File: config.mk
export PLATFORM = sky130hd
export DESIGN_NAME = epmi_phy
export DESIGN_NICKNAME = d
export VERILOG_FILES = /design/src/rtl/epmi_pkg.sv /design/src/rtl/epmi_mgmt_ram.sv /design/src/rtl/epmi_phy.sv
export SDC_FILE = /design/constraint.sdc
export NUM_CORES = 1
export LEC_CHECK = 0
export BUFFER_PORTS_ARGS = -buffer_cell sky130_fd_sc_hd__buf_2
export CORE_MARGIN = 3
export CORE_UTILIZATION = 35
export CTS_CLUSTER_SIZE = 24
export DETAILED_ROUTE_END_ITERATION = 16
export PLACE_DENSITY = 0.52
export SLEW_MARGIN = 20
export SYNTH_ARGS = -nofsm -noshare
export SYNTH_HDL_FRONTEND = slang
export SYNTH_SLANG_ARGS = --single-unit
File: constraint.sdc
create_clock -name ref_clk_in -period 6.87 [get_ports ref_clk_in]
set_clock_uncertainty 0.15 [all_clocks]
set_input_delay 1.374 -clock ref_clk_in [delete_from_list [all_inputs] [get_ports ref_clk_in]]
set_output_delay 1.374 -clock ref_clk_in [all_outputs]
set_load 0.02 [all_outputs]
File: src/rtl/epmi_pkg.sv
// Purpose: shared constants and types for the external PHY model that faces the MAC's media pins
// Assumes: ref_clk_in at 100 MHz; link clocks made here by division
// Notes: device map constants describe the MAC outside and are not implemented here
package epmi_pkg;
    // device register map (the MAC outside); selects external media mode
    localparam logic [7:0] DEV_INTERNAL_PHY_USE_CONTROL = 8'h01;
    localparam logic [7:0] DEV_MEDIA_INTERFACE_SELECT = 8'h81;
    localparam int DEV_MEDIA_SEL_LSB = 2;
    localparam logic [2:0] DEV_MEDIA_SEL_EXTERNAL = 3'h1;
    localparam int DEV_PHY_USE_BIT = 2;
    localparam logic [4:0] DEV_INTERNAL_PHY_ADDR = 5'h01;
    localparam logic [4:0] PHY_ADDR_RESET = 5'h02;

    // link clock rates and the derived half periods in reference cycles
    localparam int REF_CLK_HZ = 100_000_000;
    localparam int RATE_100M_HZ = 25_000_000;
    localparam int RATE_10M_HZ = 2_500_000;
    localparam int RATE_1M_HZ = 250_000;
    localparam logic [7:0] HALF_100M = 8'(REF_CLK_HZ / (2 * RATE_100M_HZ));
    localparam logic [7:0] HALF_10M = 8'(REF_CLK_HZ / (2 * RATE_10M_HZ));
    localparam logic [7:0] HALF_1M = 8'(REF_CLK_HZ / (2 * RATE_1M_HZ));

    // own register offsets
    localparam logic [7:0] REG_CTRL = 8'h00;
    localparam logic [7:0] REG_STAT = 8'h04;
    localparam logic [7:0] REG_MASK = 8'h08;
    localparam logic [7:0] REG_RX_NIB = 8'h0C;
    localparam logic [7:0] REG_TX_NIB = 8'h10;
    localparam logic [7:0] REG_PHY_ADDR = 8'h14;
    localparam logic [7:0] REG_MII_DATA = 8'h18;

    // control bits
    localparam int CTRL_LINK = 0;
    localparam int CTRL_TEN_MEG = 1;
    localparam int CTRL_ONE_MEG = 2;
    localparam int CTRL_CARRIER = 3;
    localparam int CTRL_COLLIDE = 4;
    localparam logic [4:0] CTRL_RESET = 5'h00;

    // status and mask bits
    localparam int EV_TX_NIB = 0;
    localparam int EV_TX_END = 1;
    localparam int EV_RX_TAKEN = 2;
    localparam int EV_MD_WRITE = 3;
    localparam int EV_MD_READ = 4;
    localparam int EV_LINK = 5;
    localparam logic [5:0] STAT_RESET = 6'h00;
    localparam logic [5:0] MASK_RESET = 6'h00;

    // receive and transmit nibble and management data register fields
    localparam int RXN_ERR = 4;
    localparam int RXN_FULL = 5;
    localparam int RXN_DV = 6;
    localparam int TXN_EN = 4;
    localparam int TXN_CNT_LSB = 8;
    localparam int MII_ADDR_LSB = 16;

    // management frame counts and codes
    localparam logic [5:0] MD_PRE_ONES = 6'h20;
    localparam logic [5:0] MD_HDR_LAST = 6'h0C;
    localparam logic [5:0] MD_DATA_LAST = 6'h0F;
    localparam logic [5:0] MD_SKIP_LAST = 6'h11;
    localparam logic [1:0] MD_OP_READ = 2'h2;
    localparam logic [1:0] MD_OP_WRITE = 2'h1;

    typedef enum logic [2:0] {MD_PRE, MD_HDR, MD_TA, MD_DATA, MD_SKIP} epmi_md_state_t;

    typedef struct packed {
        logic en;
        logic [3:0] d;
    } epmi_tx_pins_t;

    typedef struct packed {
        logic dv;
        logic er;
        logic [3:0] d;
    } epmi_rx_pins_t;
endpackage : epmi_pkg

File: src/rtl/epmi_mgmt_ram.sv
// Purpose: management register file of the modelled PHY
// Assumes: one write port, one read port, read data registered
// Notes: array itself has no reset; contents are undefined until written
`timescale 1ns/1ps
module epmi_mgmt_ram #(
    parameter int DW = 16,
    parameter int AW = 5
) (
    input wire logic ref_clk_in,
    input wire logic reset_in,
    input wire logic we_in,
    input wire logic [AW-1:0] waddr_in,
    input wire logic [DW-1:0] wdata_in,
    input wire logic [AW-1:0] raddr_in,
    output logic [DW-1:0] rdata_out
);
    logic [DW-1:0] mem [0:(1<<AW)-1];
    logic [DW-1:0] rdata_ff;

    always_ff @(posedge ref_clk_in) begin
        if (we_in) begin
            mem[waddr_in] <= wdata_in;
        end
    end

    always_ff @(posedge ref_clk_in or posedge reset_in) begin
        if (reset_in) begin
            rdata_ff <= '0;
        end else begin
            rdata_ff <= mem[raddr_in];
        end
    end

    assign rdata_out = rdata_ff;
endmodule : epmi_mgmt_ram

File: src/rtl/epmi_phy.sv
// Purpose: external PHY model driving the MAC's media pins and answering management frames
// Assumes: MAC drives tx pins and mdc from its own clocks; all such inputs are synchronised here
// Notes: link clocks are made by division of ref_clk_in and run free in every mode
`timescale 1ns/1ps
// Summary of operation
// - collision output goes high and stays high for the whole collision.
// - carrier sense output goes high whenever the medium is not idle.
// - one shared management data line, driven by each side in turn.
// - free-running receive clock at 25, 2.5 or 0.25 MHz by speed.
// - receive nibbles change with the receive clock, bit 3 most significant.
// - receive data valid marks exactly the cycles carrying decoded nibbles.
// - receive error only while data valid is high, marks the frame errored.
// - continuous transmit clock at 25, 2.5 or 0.25 MHz by speed.
// - link state output; every level change is an event for the MAC.
// - in phone-line one meg mode collision uses the shared collision output.
// - in phone-line one meg mode carrier uses the shared carrier output.
module epmi_phy #(
    parameter int ADDR_W = 8,
    parameter int DATA_W = 32
) (
    input wire logic ref_clk_in,
    input wire logic reset_in,
    input wire logic [ADDR_W-1:0] addr_in,
    input wire logic [DATA_W-1:0] wr_data_in,
    input wire logic wr_in,
    input wire logic rd_in,
    output logic [DATA_W-1:0] rd_data_out,
    output logic irq_out,
    input wire epmi_pkg::epmi_tx_pins_t tx_pins_in,
    output logic tx_clk_out,
    output logic rx_clk_out,
    output epmi_pkg::epmi_rx_pins_t rx_pins_out,
    output logic carrier_out,
    output logic collision_out,
    output logic ext_link_state_out,
    input wire logic mdc_in,
    input wire logic mdio_in,
    output logic mdio_out,
    output logic mdio_oe_out
);
    typedef struct packed {
        logic [4:0] ctrl;
        logic [5:0] stat;
        logic [5:0] mask;
        logic [4:0] phy_addr;
        logic [3:0] rx_hold;
        logic rx_hold_err;
        logic rx_hold_full;
        epmi_pkg::epmi_rx_pins_t rx_pins;
        logic carrier;
        logic collision;
        logic link;
        logic [7:0] div_cnt;
        logic lclk;
        epmi_pkg::epmi_tx_pins_t tx_s1;
        epmi_pkg::epmi_tx_pins_t tx_s2;
        logic tx_prev_en;
        logic [3:0] tx_last;
        logic [7:0] tx_cnt;
        logic mdc_s1;
        logic mdc_s2;
        logic mdc_prev;
        logic mdio_s1;
        logic mdio_s2;
        logic md_out;
        logic md_oe;
        epmi_pkg::epmi_md_state_t md_state;
        logic [5:0] md_cnt;
        logic [15:0] md_shift;
        logic md_read;
        logic [4:0] md_reg;
        logic [20:0] mii_last;
        logic [DATA_W-1:0] rd_data;
        logic irq;
    } epmi_phy_state_t;

    epmi_phy_state_t st_ff;
    epmi_phy_state_t nxt_st;
    logic mem_we;
    logic [4:0] mem_waddr;
    logic [15:0] mem_wdata;
    logic [15:0] mem_rdata;

    function automatic logic [7:0] half_period(input logic [4:0] ctrl);
        if (ctrl[epmi_pkg::CTRL_ONE_MEG]) begin
            half_period = epmi_pkg::HALF_1M;
        end else if (ctrl[epmi_pkg::CTRL_TEN_MEG]) begin
            half_period = epmi_pkg::HALF_10M;
        end else begin
            half_period = epmi_pkg::HALF_100M;
        end
    endfunction : half_period

    epmi_mgmt_ram #(.DW(16), .AW(5)) u_ram (
        .ref_clk_in(ref_clk_in),
        .reset_in(reset_in),
        .we_in(mem_we),
        .waddr_in(mem_waddr),
        .wdata_in(mem_wdata),
        .raddr_in(st_ff.md_reg),
        .rdata_out(mem_rdata)
    );

    always_comb begin
        logic lrise;
        logic lfall;
        logic mdc_rise;
        logic [5:0] ev;
        logic [12:0] hdr;
        nxt_st = st_ff;
        lrise = 1'b0;
        mdc_rise = st_ff.mdc_s2 & ~st_ff.mdc_prev;
        lfall = 1'b0;
        ev = '0;
        hdr = {st_ff.md_shift[11:0], st_ff.mdio_s2};
        mem_we = 1'b0;
        mem_waddr = '0;
        mem_wdata = '0;
        nxt_st.rd_data = '0;
        // pin inputs: first stage feeds only the second
        nxt_st.tx_s1 = tx_pins_in;
        nxt_st.tx_s2 = st_ff.tx_s1;
        nxt_st.mdc_s1 = mdc_in;
        nxt_st.mdc_s2 = st_ff.mdc_s1;
        nxt_st.mdc_prev = st_ff.mdc_s2;
        nxt_st.mdio_s1 = mdio_in;
        nxt_st.mdio_s2 = st_ff.mdio_s1;

        // free-running link clock; a slower speed simply lets the count run longer
        if (st_ff.div_cnt >= half_period(st_ff.ctrl) - 8'h01) begin
            nxt_st.div_cnt = '0;
            nxt_st.lclk = ~st_ff.lclk;
            lrise = ~st_ff.lclk;
            lfall = st_ff.lclk;
        end else begin
            nxt_st.div_cnt = st_ff.div_cnt + 8'h01;
        end

        // receive side changes on the falling edge so the MAC samples a settled nibble
        if (lfall) begin
            if (st_ff.rx_hold_full) begin
                nxt_st.rx_pins.d = st_ff.rx_hold;
                nxt_st.rx_pins.dv = 1'b1;
                nxt_st.rx_pins.er = st_ff.rx_hold_err;
                nxt_st.rx_hold_full = 1'b0;
                ev[epmi_pkg::EV_RX_TAKEN] = 1'b1;
            end else begin
                nxt_st.rx_pins = '0; // frame ends when software stops feeding
            end
        end

        // transmit side: synchronised pins sampled at our own rising edge
        if (lrise) begin
            nxt_st.tx_prev_en = st_ff.tx_s2.en;
            if (st_ff.tx_s2.en) begin
                nxt_st.tx_last = st_ff.tx_s2.d;
                nxt_st.tx_cnt = st_ff.tx_prev_en ? st_ff.tx_cnt + 8'h01 : 8'h01;
                ev[epmi_pkg::EV_TX_NIB] = 1'b1;
            end else if (st_ff.tx_prev_en) begin
                ev[epmi_pkg::EV_TX_END] = 1'b1;
            end
        end

        // medium state; the same pins serve the phone-line one meg mode
        nxt_st.carrier = st_ff.ctrl[epmi_pkg::CTRL_CARRIER] | nxt_st.rx_pins.dv
                         | st_ff.tx_s2.en;
        nxt_st.collision = st_ff.ctrl[epmi_pkg::CTRL_COLLIDE]
                           | (nxt_st.rx_pins.dv & st_ff.tx_s2.en);
        nxt_st.link = st_ff.ctrl[epmi_pkg::CTRL_LINK];
        ev[epmi_pkg::EV_LINK] = st_ff.ctrl[epmi_pkg::CTRL_LINK] != st_ff.link;

        // management frame receiver and answerer
        if (mdc_rise) begin
            case (st_ff.md_state)
                epmi_pkg::MD_PRE: begin
                    if (st_ff.mdio_s2) begin
                        if (st_ff.md_cnt < epmi_pkg::MD_PRE_ONES) begin
                            nxt_st.md_cnt = st_ff.md_cnt + 6'h01;
                        end
                    end else if (st_ff.md_cnt == epmi_pkg::MD_PRE_ONES) begin
                        nxt_st.md_state = epmi_pkg::MD_HDR;
                        nxt_st.md_cnt = '0;
                    end else begin
                        nxt_st.md_cnt = '0;
                    end
                end
                epmi_pkg::MD_HDR: begin
                    nxt_st.md_shift = {st_ff.md_shift[14:0], st_ff.mdio_s2};
                    nxt_st.md_cnt = st_ff.md_cnt + 6'h01;
                    if (st_ff.md_cnt == epmi_pkg::MD_HDR_LAST) begin
                        nxt_st.md_cnt = '0;
                        nxt_st.md_reg = hdr[4:0];
                        nxt_st.md_read = hdr[11:10] == epmi_pkg::MD_OP_READ;
                        // address 1 belongs to the MAC's internal PHY, never answered here
                        if (hdr[12] && hdr[9:5] == st_ff.phy_addr && hdr[9:5] != epmi_pkg::DEV_INTERNAL_PHY_ADDR
                            && (hdr[11:10] == epmi_pkg::MD_OP_READ
                            || hdr[11:10] == epmi_pkg::MD_OP_WRITE)) begin
                            nxt_st.md_state = epmi_pkg::MD_TA;
                        end else begin
                            nxt_st.md_state = epmi_pkg::MD_SKIP;
                        end
                    end
                end
                epmi_pkg::MD_TA: begin
                    nxt_st.md_cnt = st_ff.md_cnt + 6'h01;
                    if (st_ff.md_cnt == 6'h00) begin
                        nxt_st.md_oe = st_ff.md_read;
                        nxt_st.md_out = 1'b0;
                    end else begin
                        nxt_st.md_state = epmi_pkg::MD_DATA;
                        nxt_st.md_cnt = '0;
                        nxt_st.md_out = mem_rdata[15];
                        nxt_st.md_shift = {mem_rdata[14:0], 1'b0};
                    end
                end
                epmi_pkg::MD_DATA: begin
                    nxt_st.md_cnt = st_ff.md_cnt + 6'h01;
                    if (st_ff.md_read) begin
                        nxt_st.md_out = st_ff.md_shift[15];
                        nxt_st.md_shift = {st_ff.md_shift[14:0], 1'b0};
                    end else begin
                        nxt_st.md_shift = {st_ff.md_shift[14:0], st_ff.mdio_s2};
                    end
                    if (st_ff.md_cnt == epmi_pkg::MD_DATA_LAST) begin
                        nxt_st.md_state = epmi_pkg::MD_PRE;
                        nxt_st.md_cnt = '0;
                        nxt_st.md_oe = 1'b0; // line handed back after the last bit
                        nxt_st.md_out = 1'b0;
                        if (st_ff.md_read) begin
                            ev[epmi_pkg::EV_MD_READ] = 1'b1;
                        end else begin
                            ev[epmi_pkg::EV_MD_WRITE] = 1'b1;
                            nxt_st.mii_last = {st_ff.md_reg, st_ff.md_shift[14:0], st_ff.mdio_s2};
                        end
                    end
                end
                epmi_pkg::MD_SKIP: begin
                    nxt_st.md_cnt = st_ff.md_cnt + 6'h01;
                    if (st_ff.md_cnt == epmi_pkg::MD_SKIP_LAST) begin
                        nxt_st.md_state = epmi_pkg::MD_PRE;
                        nxt_st.md_cnt = '0;
                    end
                end
                default: begin
                    nxt_st.md_state = epmi_pkg::MD_PRE;
                    nxt_st.md_cnt = '0;
                    nxt_st.md_oe = 1'b0;
                end
            endcase
        end

        // software side
        if (wr_in) begin
            case (addr_in)
                epmi_pkg::REG_CTRL: nxt_st.ctrl = wr_data_in[4:0];
                epmi_pkg::REG_MASK: nxt_st.mask = wr_data_in[5:0];
                epmi_pkg::REG_PHY_ADDR: nxt_st.phy_addr = wr_data_in[4:0];
                epmi_pkg::REG_RX_NIB: begin
                    // one holding slot only: a write while it is full is dropped,
                    // but one landing as the slot drains is kept, so the set wins
                    if (!st_ff.rx_hold_full || lfall) begin
                        nxt_st.rx_hold = wr_data_in[3:0];
                        nxt_st.rx_hold_err = wr_data_in[epmi_pkg::RXN_ERR];
                        nxt_st.rx_hold_full = 1'b1;
                    end
                end
                epmi_pkg::REG_MII_DATA: begin
                    mem_we = 1'b1;
                    mem_waddr = wr_data_in[20:16];
                    mem_wdata = wr_data_in[15:0];
                end
                default: begin
                end
            endcase
        end
        // a management write wins the single ram port over software
        if (ev[epmi_pkg::EV_MD_WRITE]) begin
            mem_we = 1'b1;
            mem_waddr = st_ff.md_reg;
            mem_wdata = nxt_st.mii_last[15:0];
        end

        if (rd_in) begin
            case (addr_in)
                epmi_pkg::REG_CTRL: nxt_st.rd_data = DATA_W'(st_ff.ctrl);
                epmi_pkg::REG_STAT: nxt_st.rd_data = DATA_W'(st_ff.stat);
                epmi_pkg::REG_MASK: nxt_st.rd_data = DATA_W'(st_ff.mask);
                epmi_pkg::REG_PHY_ADDR: nxt_st.rd_data = DATA_W'(st_ff.phy_addr);
                epmi_pkg::REG_RX_NIB: nxt_st.rd_data = DATA_W'({st_ff.rx_pins.dv, st_ff.rx_hold_full,
                                                              st_ff.rx_hold_err, st_ff.rx_hold});
                epmi_pkg::REG_TX_NIB: nxt_st.rd_data = DATA_W'({st_ff.tx_cnt, 3'h0, st_ff.tx_prev_en,
                                                              st_ff.tx_last});
                epmi_pkg::REG_MII_DATA: nxt_st.rd_data = DATA_W'(st_ff.mii_last);
                default: nxt_st.rd_data = '0;
            endcase
        end
        // read clears the status, but an event in the same cycle survives
        if (rd_in && addr_in == epmi_pkg::REG_STAT) begin
            nxt_st.stat = ev;
        end else begin
            nxt_st.stat = st_ff.stat | ev;
        end
        nxt_st.irq = |(nxt_st.stat & nxt_st.mask);
    end

    always_ff @(posedge ref_clk_in or posedge reset_in) begin
        if (reset_in) begin
            st_ff <= '0;
            st_ff.ctrl <= epmi_pkg::CTRL_RESET;
            st_ff.stat <= epmi_pkg::STAT_RESET;
            st_ff.mask <= epmi_pkg::MASK_RESET;
            st_ff.phy_addr <= epmi_pkg::PHY_ADDR_RESET;
            st_ff.md_state <= epmi_pkg::MD_PRE;
        end else begin
            st_ff <= nxt_st;
        end
    end

    assign rd_data_out = st_ff.rd_data;
    assign irq_out = st_ff.irq;
    assign tx_clk_out = st_ff.lclk;
    assign rx_clk_out = st_ff.lclk;
    assign rx_pins_out = st_ff.rx_pins;
    assign carrier_out = st_ff.carrier;
    assign collision_out = st_ff.collision;
    assign ext_link_state_out = st_ff.link;
    assign mdio_out = st_ff.md_out;
    assign mdio_oe_out = st_ff.md_oe;
endmodule : epmi_phy

==> results of run 1 <==
final cells by class:
| cell class | instances | area [um2] |
|---|---|---|
| fillers | 6948 | 45600 |
| clock buffers | 89 | 1820 |
| clock inverters | 40 | 305 |
| inverters | 17 | 68.8 |
| multi-input cells | 728 | 6970 |
| repair buffers | 121 | 723 |
| flip-flops and latches | 678 | 19500 |
| well taps | 1030 | 1290 |
registers in the layout, summed over array words and instances, names as in the netlist, 6 cells and up:
| register | cells |
|---|---|
| nxt_st | 9 |
| u_ram.mem | 512 |
| st_ff | 107 |
| u_ram.rdata_out | 16 |
| rd_data_out | 21 |
| rx_pins_out | 6 |
metal layers:
metal  vias up  wire length (um)
met5         -                 0
met4         0              1150
met3        68              3360
met2       367             29500
met1      7296             29300
li1       6103                 -
logic make-up after synthesis:
group           Yosys count
compound gates          144
xor+xnor                 12
fa+ha+maj                13
buf+inv                 136
flops                   678
mux                     197
other cells               2
simple gates            349
synthesized netlist by cell type, drive strengths merged (3+ instances only):
library cell    n  area share
nor4b           4      0.0013
o21ai          35      0.0065
nor2           76       0.011
a222oi          6      0.0022
xnor2           3     0.00097
ha             13      0.0060
mux2           33       0.014
nand4           9      0.0021
nand2b          4     0.00092
mux2i           4      0.0015
a31oi          25      0.0058
nand2         164       0.023
buf            77       0.019
a21o            6      0.0017
clkbuf         42      0.0058
or2             3     0.00069
inv            16      0.0022
a22oi          22      0.0061
mux4          160        0.13
and2            5      0.0012
nor3           10      0.0018
o31ai           5      0.0014
and3           15      0.0035
nor3b           3     0.00083
xor2            9      0.0029
dfrtp         165        0.15
edfxtp        512        0.57
nor2b           7      0.0016
nand3          36      0.0066
a22o           18      0.0058
a21oi          12      0.0024
worst max path at each step:
stage	end	slack, ns	start	cells past startpoint
floorplan	carrier_out$_DFF_PP0_	0.86	reset_in	1
global placement	u_ram.mem[8][5]$_DFFE_PP_	2.14	addr_in[1]	8
detailed placement	u_ram.mem[8][6]$_DFFE_PP_	2.06	addr_in[1]	8
CTS	u_ram.mem[9][2]$_DFFE_PP_	2.71	addr_in[1]	8
global route	u_ram.mem[9][3]$_DFFE_PP_	2.50	addr_in[1]	8
finish	u_ram.mem[9][2]$_DFFE_PP_	2.70	addr_in[1]	8
per-stage QoR:
step | util | instances | setup slack (ns) | area, um2
CTS | 0.402 | 2703 | 2.71 | 30700
global placement | 0.374 | 2574 | 2.14 | 28600
global route | 0.402 | 2703 | 2.50 | 30700
detailed placement | 0.374 | 2574 | 2.06 | 28600
floorplan | - | 1542 | 0.858 | 27200
finish | 0.402 | 2703 | 2.70 | 30700
worst max-delay path, delay by kind of cell:
kind / cells / cell delay [ns]
compound gates: 2 / 0.66
buf+inv: 2 / 0.39
simple gates: 4 / 1.79
power breakdown:
part	internal (mW)	total, mW	switching, mW
clock	1.98	3.55	1.57
combinational	0.479	1.11	0.629
sequential	4.52	4.78	0.253
==> impl_metrics.env, run 1 <==
export IMPL_drv_cap=0
export IMPL_drive_gt1_frac=0.255
export IMPL_grt_pass1_wl_mm=95.0
export IMPL_hold_slack_ns=0.196
export IMPL_met1_usage=0.227
export IMPL_dr_pass1_iters=6
export IMPL_r2r_end="u_ram.mem[14][10]$_DFFE_PP_"
export IMPL_ir_drop_mv=0.189
export IMPL_max_stage_delay_ns=0.85
export IMPL_route_vias_total=13800
export IMPL_hp_start="nxt_st[107]$_DFF_PP0_"
export IMPL_hold_viol=0
export IMPL_tritoncts="yes"
export IMPL_fin_crit_ns=4.17
export IMPL_clockBufferDepth=3
export IMPL_grt_overflow=0
export IMPL_area_growth_syn_to_layout_pct=13.2
export IMPL_finalPower_mw=9.44
export IMPL_p_leak_nw=11.6
export IMPL_place_gp_congestion=0.787
export IMPL_synth_fa_ha_area_frac=0.00599
export IMPL_setup_viol=0
export IMPL_synth_compound_area_share=0.0366
export IMPL_grt_max_degree=104
export IMPL_avgSynthCellArea_um2=17.7
export IMPL_yosysWarningCount=0
export IMPL_synth_flop_cell="edfxtp_1"
export IMPL_synthDistinctLibCells=67
export IMPL_layout_common_cells="512 x edfxtp_1, 163 x nand2_1, 161 x dfrtp_1"
export IMPL_r2r_cells=7
export IMPL_chipHeight_um=284
export IMPL_clkTransAtPathRegs_ns=0.06
export IMPL_postCtsHoldBufs=0
export IMPL_core_area_mm2=0.0763
export IMPL_grt_pass1_vias=14300
export IMPL_setup_tns_ns=0
export IMPL_end_kind="flop"
export IMPL_yosys_area_share_simple=0.0582
export IMPL_portBuffers=74
export IMPL_diodes=0
export IMPL_vias_per_cell=5.12
export IMPL_cts_htree_levels=3
export IMPL_crit_chain="buf_2 > nor4b_1 > and3_1 > buf_4 > o211a_4 > o2bb2ai_1 > nand3_1 > nor2_2"
export IMPL_cts_num_sinks=678
export IMPL_slew_headroom=0.244
export IMPL_drt_iter0_drc=1111
export IMPL_synth_cells=1531
export IMPL_crit_type="in2reg"
export IMPL_track_usage=0.157
export IMPL_post_cts_resized=0
export IMPL_worst_pin_slew_ns=1.13
export IMPL_cp_data_arrival_time_ns=4.24
export IMPL_powerDensity_mw_per_mm2=307
export IMPL_antenna_found_initial=0
export IMPL_synth_edff_count=512
export IMPL_busiest_layer="met2"
export IMPL_gr_usage_met2=0.244
export IMPL_cp_max_fo=23
export IMPL_clockRootBuffer="clkbuf_16"
export IMPL_crit_path_start_kind="input pin"
export IMPL_die_area_mm2=0.0809
export IMPL_ys_ff_latch=678
export IMPL_dieWidth_um=284
export IMPL_whs_endpoint="st_ff[107]$_DFF_PP0_"
export IMPL_final_common_cell="edfxtp_1"
export IMPL_clock_latency_ns=0.61
export IMPL_remaining_drc_errors=0
export IMPL_synthMuxAreaShare=0.148
export IMPL_post_cts_buffers=0
export IMPL_rsz0062_at_grt="false"
export IMPL_routedWlPerCell_um=23.4
export IMPL_grtUsageMet3=0.0292
export IMPL_synth_top_family_by_area="multiplexers"
export IMPL_fin_nets=1680
export IMPL_netlist_area_mm2=0.0271
export IMPL_routed_wl_mm=63.3
export IMPL_period_share=0.607
export IMPL_r2r_slack_ns=3.22
export IMPL_fmax_mhz=240
export IMPL_initial_core_util=0.356
export IMPL_cts_made_buffers=70
export IMPL_synthArstFlopShare=0.245
export IMPL_seq_area_frac_synth=0.720
export IMPL_maxSlewViolCount=0
export IMPL_slowest_stage="nor2_2"
export IMPL_hp_class="reg2reg"
export IMPL_num_rows=101
export IMPL_ant_nets=0
export IMPL_status="finished clean"
export IMPL_io_pins=97
export IMPL_hpwl_mm=40.1
export IMPL_worstPathRequired_ns=6.94
export IMPL_rr_startpoint="st_ff[84]$_DFFE_PP0P_"
export IMPL_synth_xor_area_frac=0.00387
export IMPL_hold_depth=0
Power figures use the tool's default switching activity.
==> run 2: changes to the inputs <==
--- a/config.mk
+++ b/config.mk
@@ -10,7 +10,7 @@
 export CORE_UTILIZATION = 35
 export CTS_CLUSTER_SIZE = 24
 export DETAILED_ROUTE_END_ITERATION = 16
-export PLACE_DENSITY = 0.52
+export PLACE_DENSITY = 0.54
 export SLEW_MARGIN = 20
 export SYNTH_ARGS = -nofsm -noshare
 export SYNTH_HDL_FRONTEND = slang
==> constraint.sdc (replaced) <==
create_clock -name ref_clk_in -period 3.69 [get_ports ref_clk_in]
set_clock_uncertainty 0.15 [all_clocks]
set_input_delay 0.738 -clock ref_clk_in [delete_from_list [all_inputs] [get_ports ref_clk_in]]
set_output_delay 0.738 -clock ref_clk_in [all_outputs]
set_load 0.02 [all_outputs]
==> impl_metrics.env, run 2 (synthesis results as in run 1) <==
export IMPL_postCtsHoldBufs=1
export IMPL_chipHeight_um=284
export IMPL_cts_htree_levels=3
export IMPL_routed_wl_mm=62.7
export IMPL_fin_nets=1713
export IMPL_grt_max_degree=92
export IMPL_clock_latency_ns=0.59
export IMPL_num_rows=101
export IMPL_n_fill_cell=6865
export IMPL_layout_common_cells="512 x edfxtp_1, 163 x nand2_1, 161 x dfrtp_1"
export IMPL_worst_pin_slew_ns=0.970
export IMPL_end_kind="flop"
export IMPL_cp_max_fo=13
export IMPL_regMostFlops="u_ram.mem"
export IMPL_rsz0062_at_grt="false"
export IMPL_ir_drop_mv=0.306
export IMPL_status="finished clean"
export IMPL_drv_cap=0
export IMPL_dr_pass1_iters=6
export IMPL_drive_gt1_frac=0.268
export IMPL_grt_overflow=0
export IMPL_finalPower_mw=17.8
export IMPL_antenna_found_initial=2
export IMPL_cp_data_arrival_time_ns=3.52
export IMPL_clkTransAtPathRegs_ns=0.06
export IMPL_period_share=0.898
export IMPL_fmax_mhz=302
export IMPL_place_gp_congestion=0.836
export IMPL_routedWlPerCell_um=23.0
export IMPL_drt_iter0_drc=1165
export IMPL_hp_class="in2reg"
export IMPL_hold_viol=0
export IMPL_clockRootBuffer="clkbuf_16"
export IMPL_dieWidth_um=284
export IMPL_final_common_cell="edfxtp_1"
export IMPL_remaining_drc_errors=0
export IMPL_fin_crit_ns=3.31
export IMPL_vias_per_cell=5.16
export IMPL_diodes=0
export IMPL_post_cts_resized=0
export IMPL_core_area_mm2=0.0763
export IMPL_io_pins=97
export IMPL_portBuffers=74
export IMPL_area_growth_syn_to_layout_pct=15.1
export IMPL_powerDensity_mw_per_mm2=570
export IMPL_slew_headroom=0.353
export IMPL_crit_type="reg2reg"
export IMPL_grt_pass1_vias=14400
export IMPL_grt_pass1_wl_mm=94.6
export IMPL_initial_core_util=0.356
export IMPL_post_cts_buffers=0
export IMPL_largest_reg_flops=512
export IMPL_cts_num_sinks=678
export IMPL_p_leak_nw=11.9
export IMPL_clockBufferDepth=3
export IMPL_worstPathRequired_ns=3.90
export IMPL_maxSlewViolCount=0
export IMPL_setup_viol=0
export IMPL_crit_path_start_kind="flop"
export IMPL_setup_tns_ns=0
export IMPL_route_vias_total=14100
export IMPL_tritoncts="yes"
export IMPL_die_area_mm2=0.0809
export IMPL_ant_nets=0
export IMPL_cts_made_buffers=70
export IMPL_track_usage=0.156
export IMPL_hpwl_mm=40.4
## run 2: cell types whose count changed in the layout (fill, tap and decap cells not counted), moves of 3 or more
cell	previous run	this run
clkbuf_16	70	73
buf_4	47	61
clkbuf_8	0	5
buf_12	0	18
inv_6	6	3
clkbuf_1	19	13
nor2_1	64	68
nor2_2	12	8
clkinv_2	13	8
## run 2: area by class of cell
type	count	area, um2	area share
Clock buffer	91	1940	0.0622
Clock inverter	31	250	0.00801
Tap cell	1030	1290	0.0413
Multi-Input combinational cell	728	6950	0.222
Sequential cell	678	19500	0.626
Timing Repair Buffer	154	1200	0.0384
Inverter	17	67.6	0.00216
## run 2: final timing paths
check / from / to / cells after the start / slack [ns]
max reg2reg: st_ff[76]$_DFFE_PP0P_ / u_ram.mem[29][13]$_DFFE_PP_ / 9 / 0.38
max: st_ff[76]$_DFFE_PP0P_ / u_ram.mem[29][13]$_DFFE_PP_ / 9 / 0.38
max in group asynchronous: reset_in / st_ff[140]$_DFFE_PP1P_ / 4 / 2.14
min: tx_pins_in[4] / nxt_st[109]$_DFF_PP0_ / 1 / 0.1
min reg2reg: nxt_st[87]$_DFF_PP0_ / st_ff[87]$_DFF_PP0_ / 0 / 0.19
min in group asynchronous: reset_in / rd_data_out[17]$_DFF_PP0_ / 3 / 0.49
## run 2: per-layer routing
metal	part of all wire	global-route usage	up-vias
li1	-	-	6176
met1	0.45	0.225	7379
met2	0.47	0.239	416
met3	0.057	0.0273	94
met4	0.029	0.0561	4
met5	0.00043	0	-
## run 2: metrics by stage
stage | cells | utilization | cell area, um2 | worst slack [ns] | hold WS [ns]
5_1_grt | 2729 | 0.409 | 31200 | 0.214 | 0.0748
3_5_place_dp | 2606 | 0.380 | 29000 | 0.263 | 0.187
4_1_cts | 2729 | 0.409 | 31200 | 0.405 | 0.0556
6_report | 2729 | 0.409 | 31200 | 0.376 | 0.0994
3_3_place_gp | 2606 | 0.380 | 29000 | 0.315 | 0.186
2_1_floorplan | 1542 | - | 27200 | 0.399 | 0.181
## run 2: critical path, stage by stage, from the launching register on
cell and delay, ns:
dfrtp_1 0.45, ha_1 0.27, and3_1 0.21, nand4_1 0.26, nor2_2 0.08, buf_4 0.17, and2_1 0.19, a32oi_1 0.74
nor2_1 0.31, buf_12 0.25
## run 2: report_power, final
group	internal, mW	switching (mW)
clock	3.93	2.86
sequential	8.42	0.501
combinational	0.937	1.15
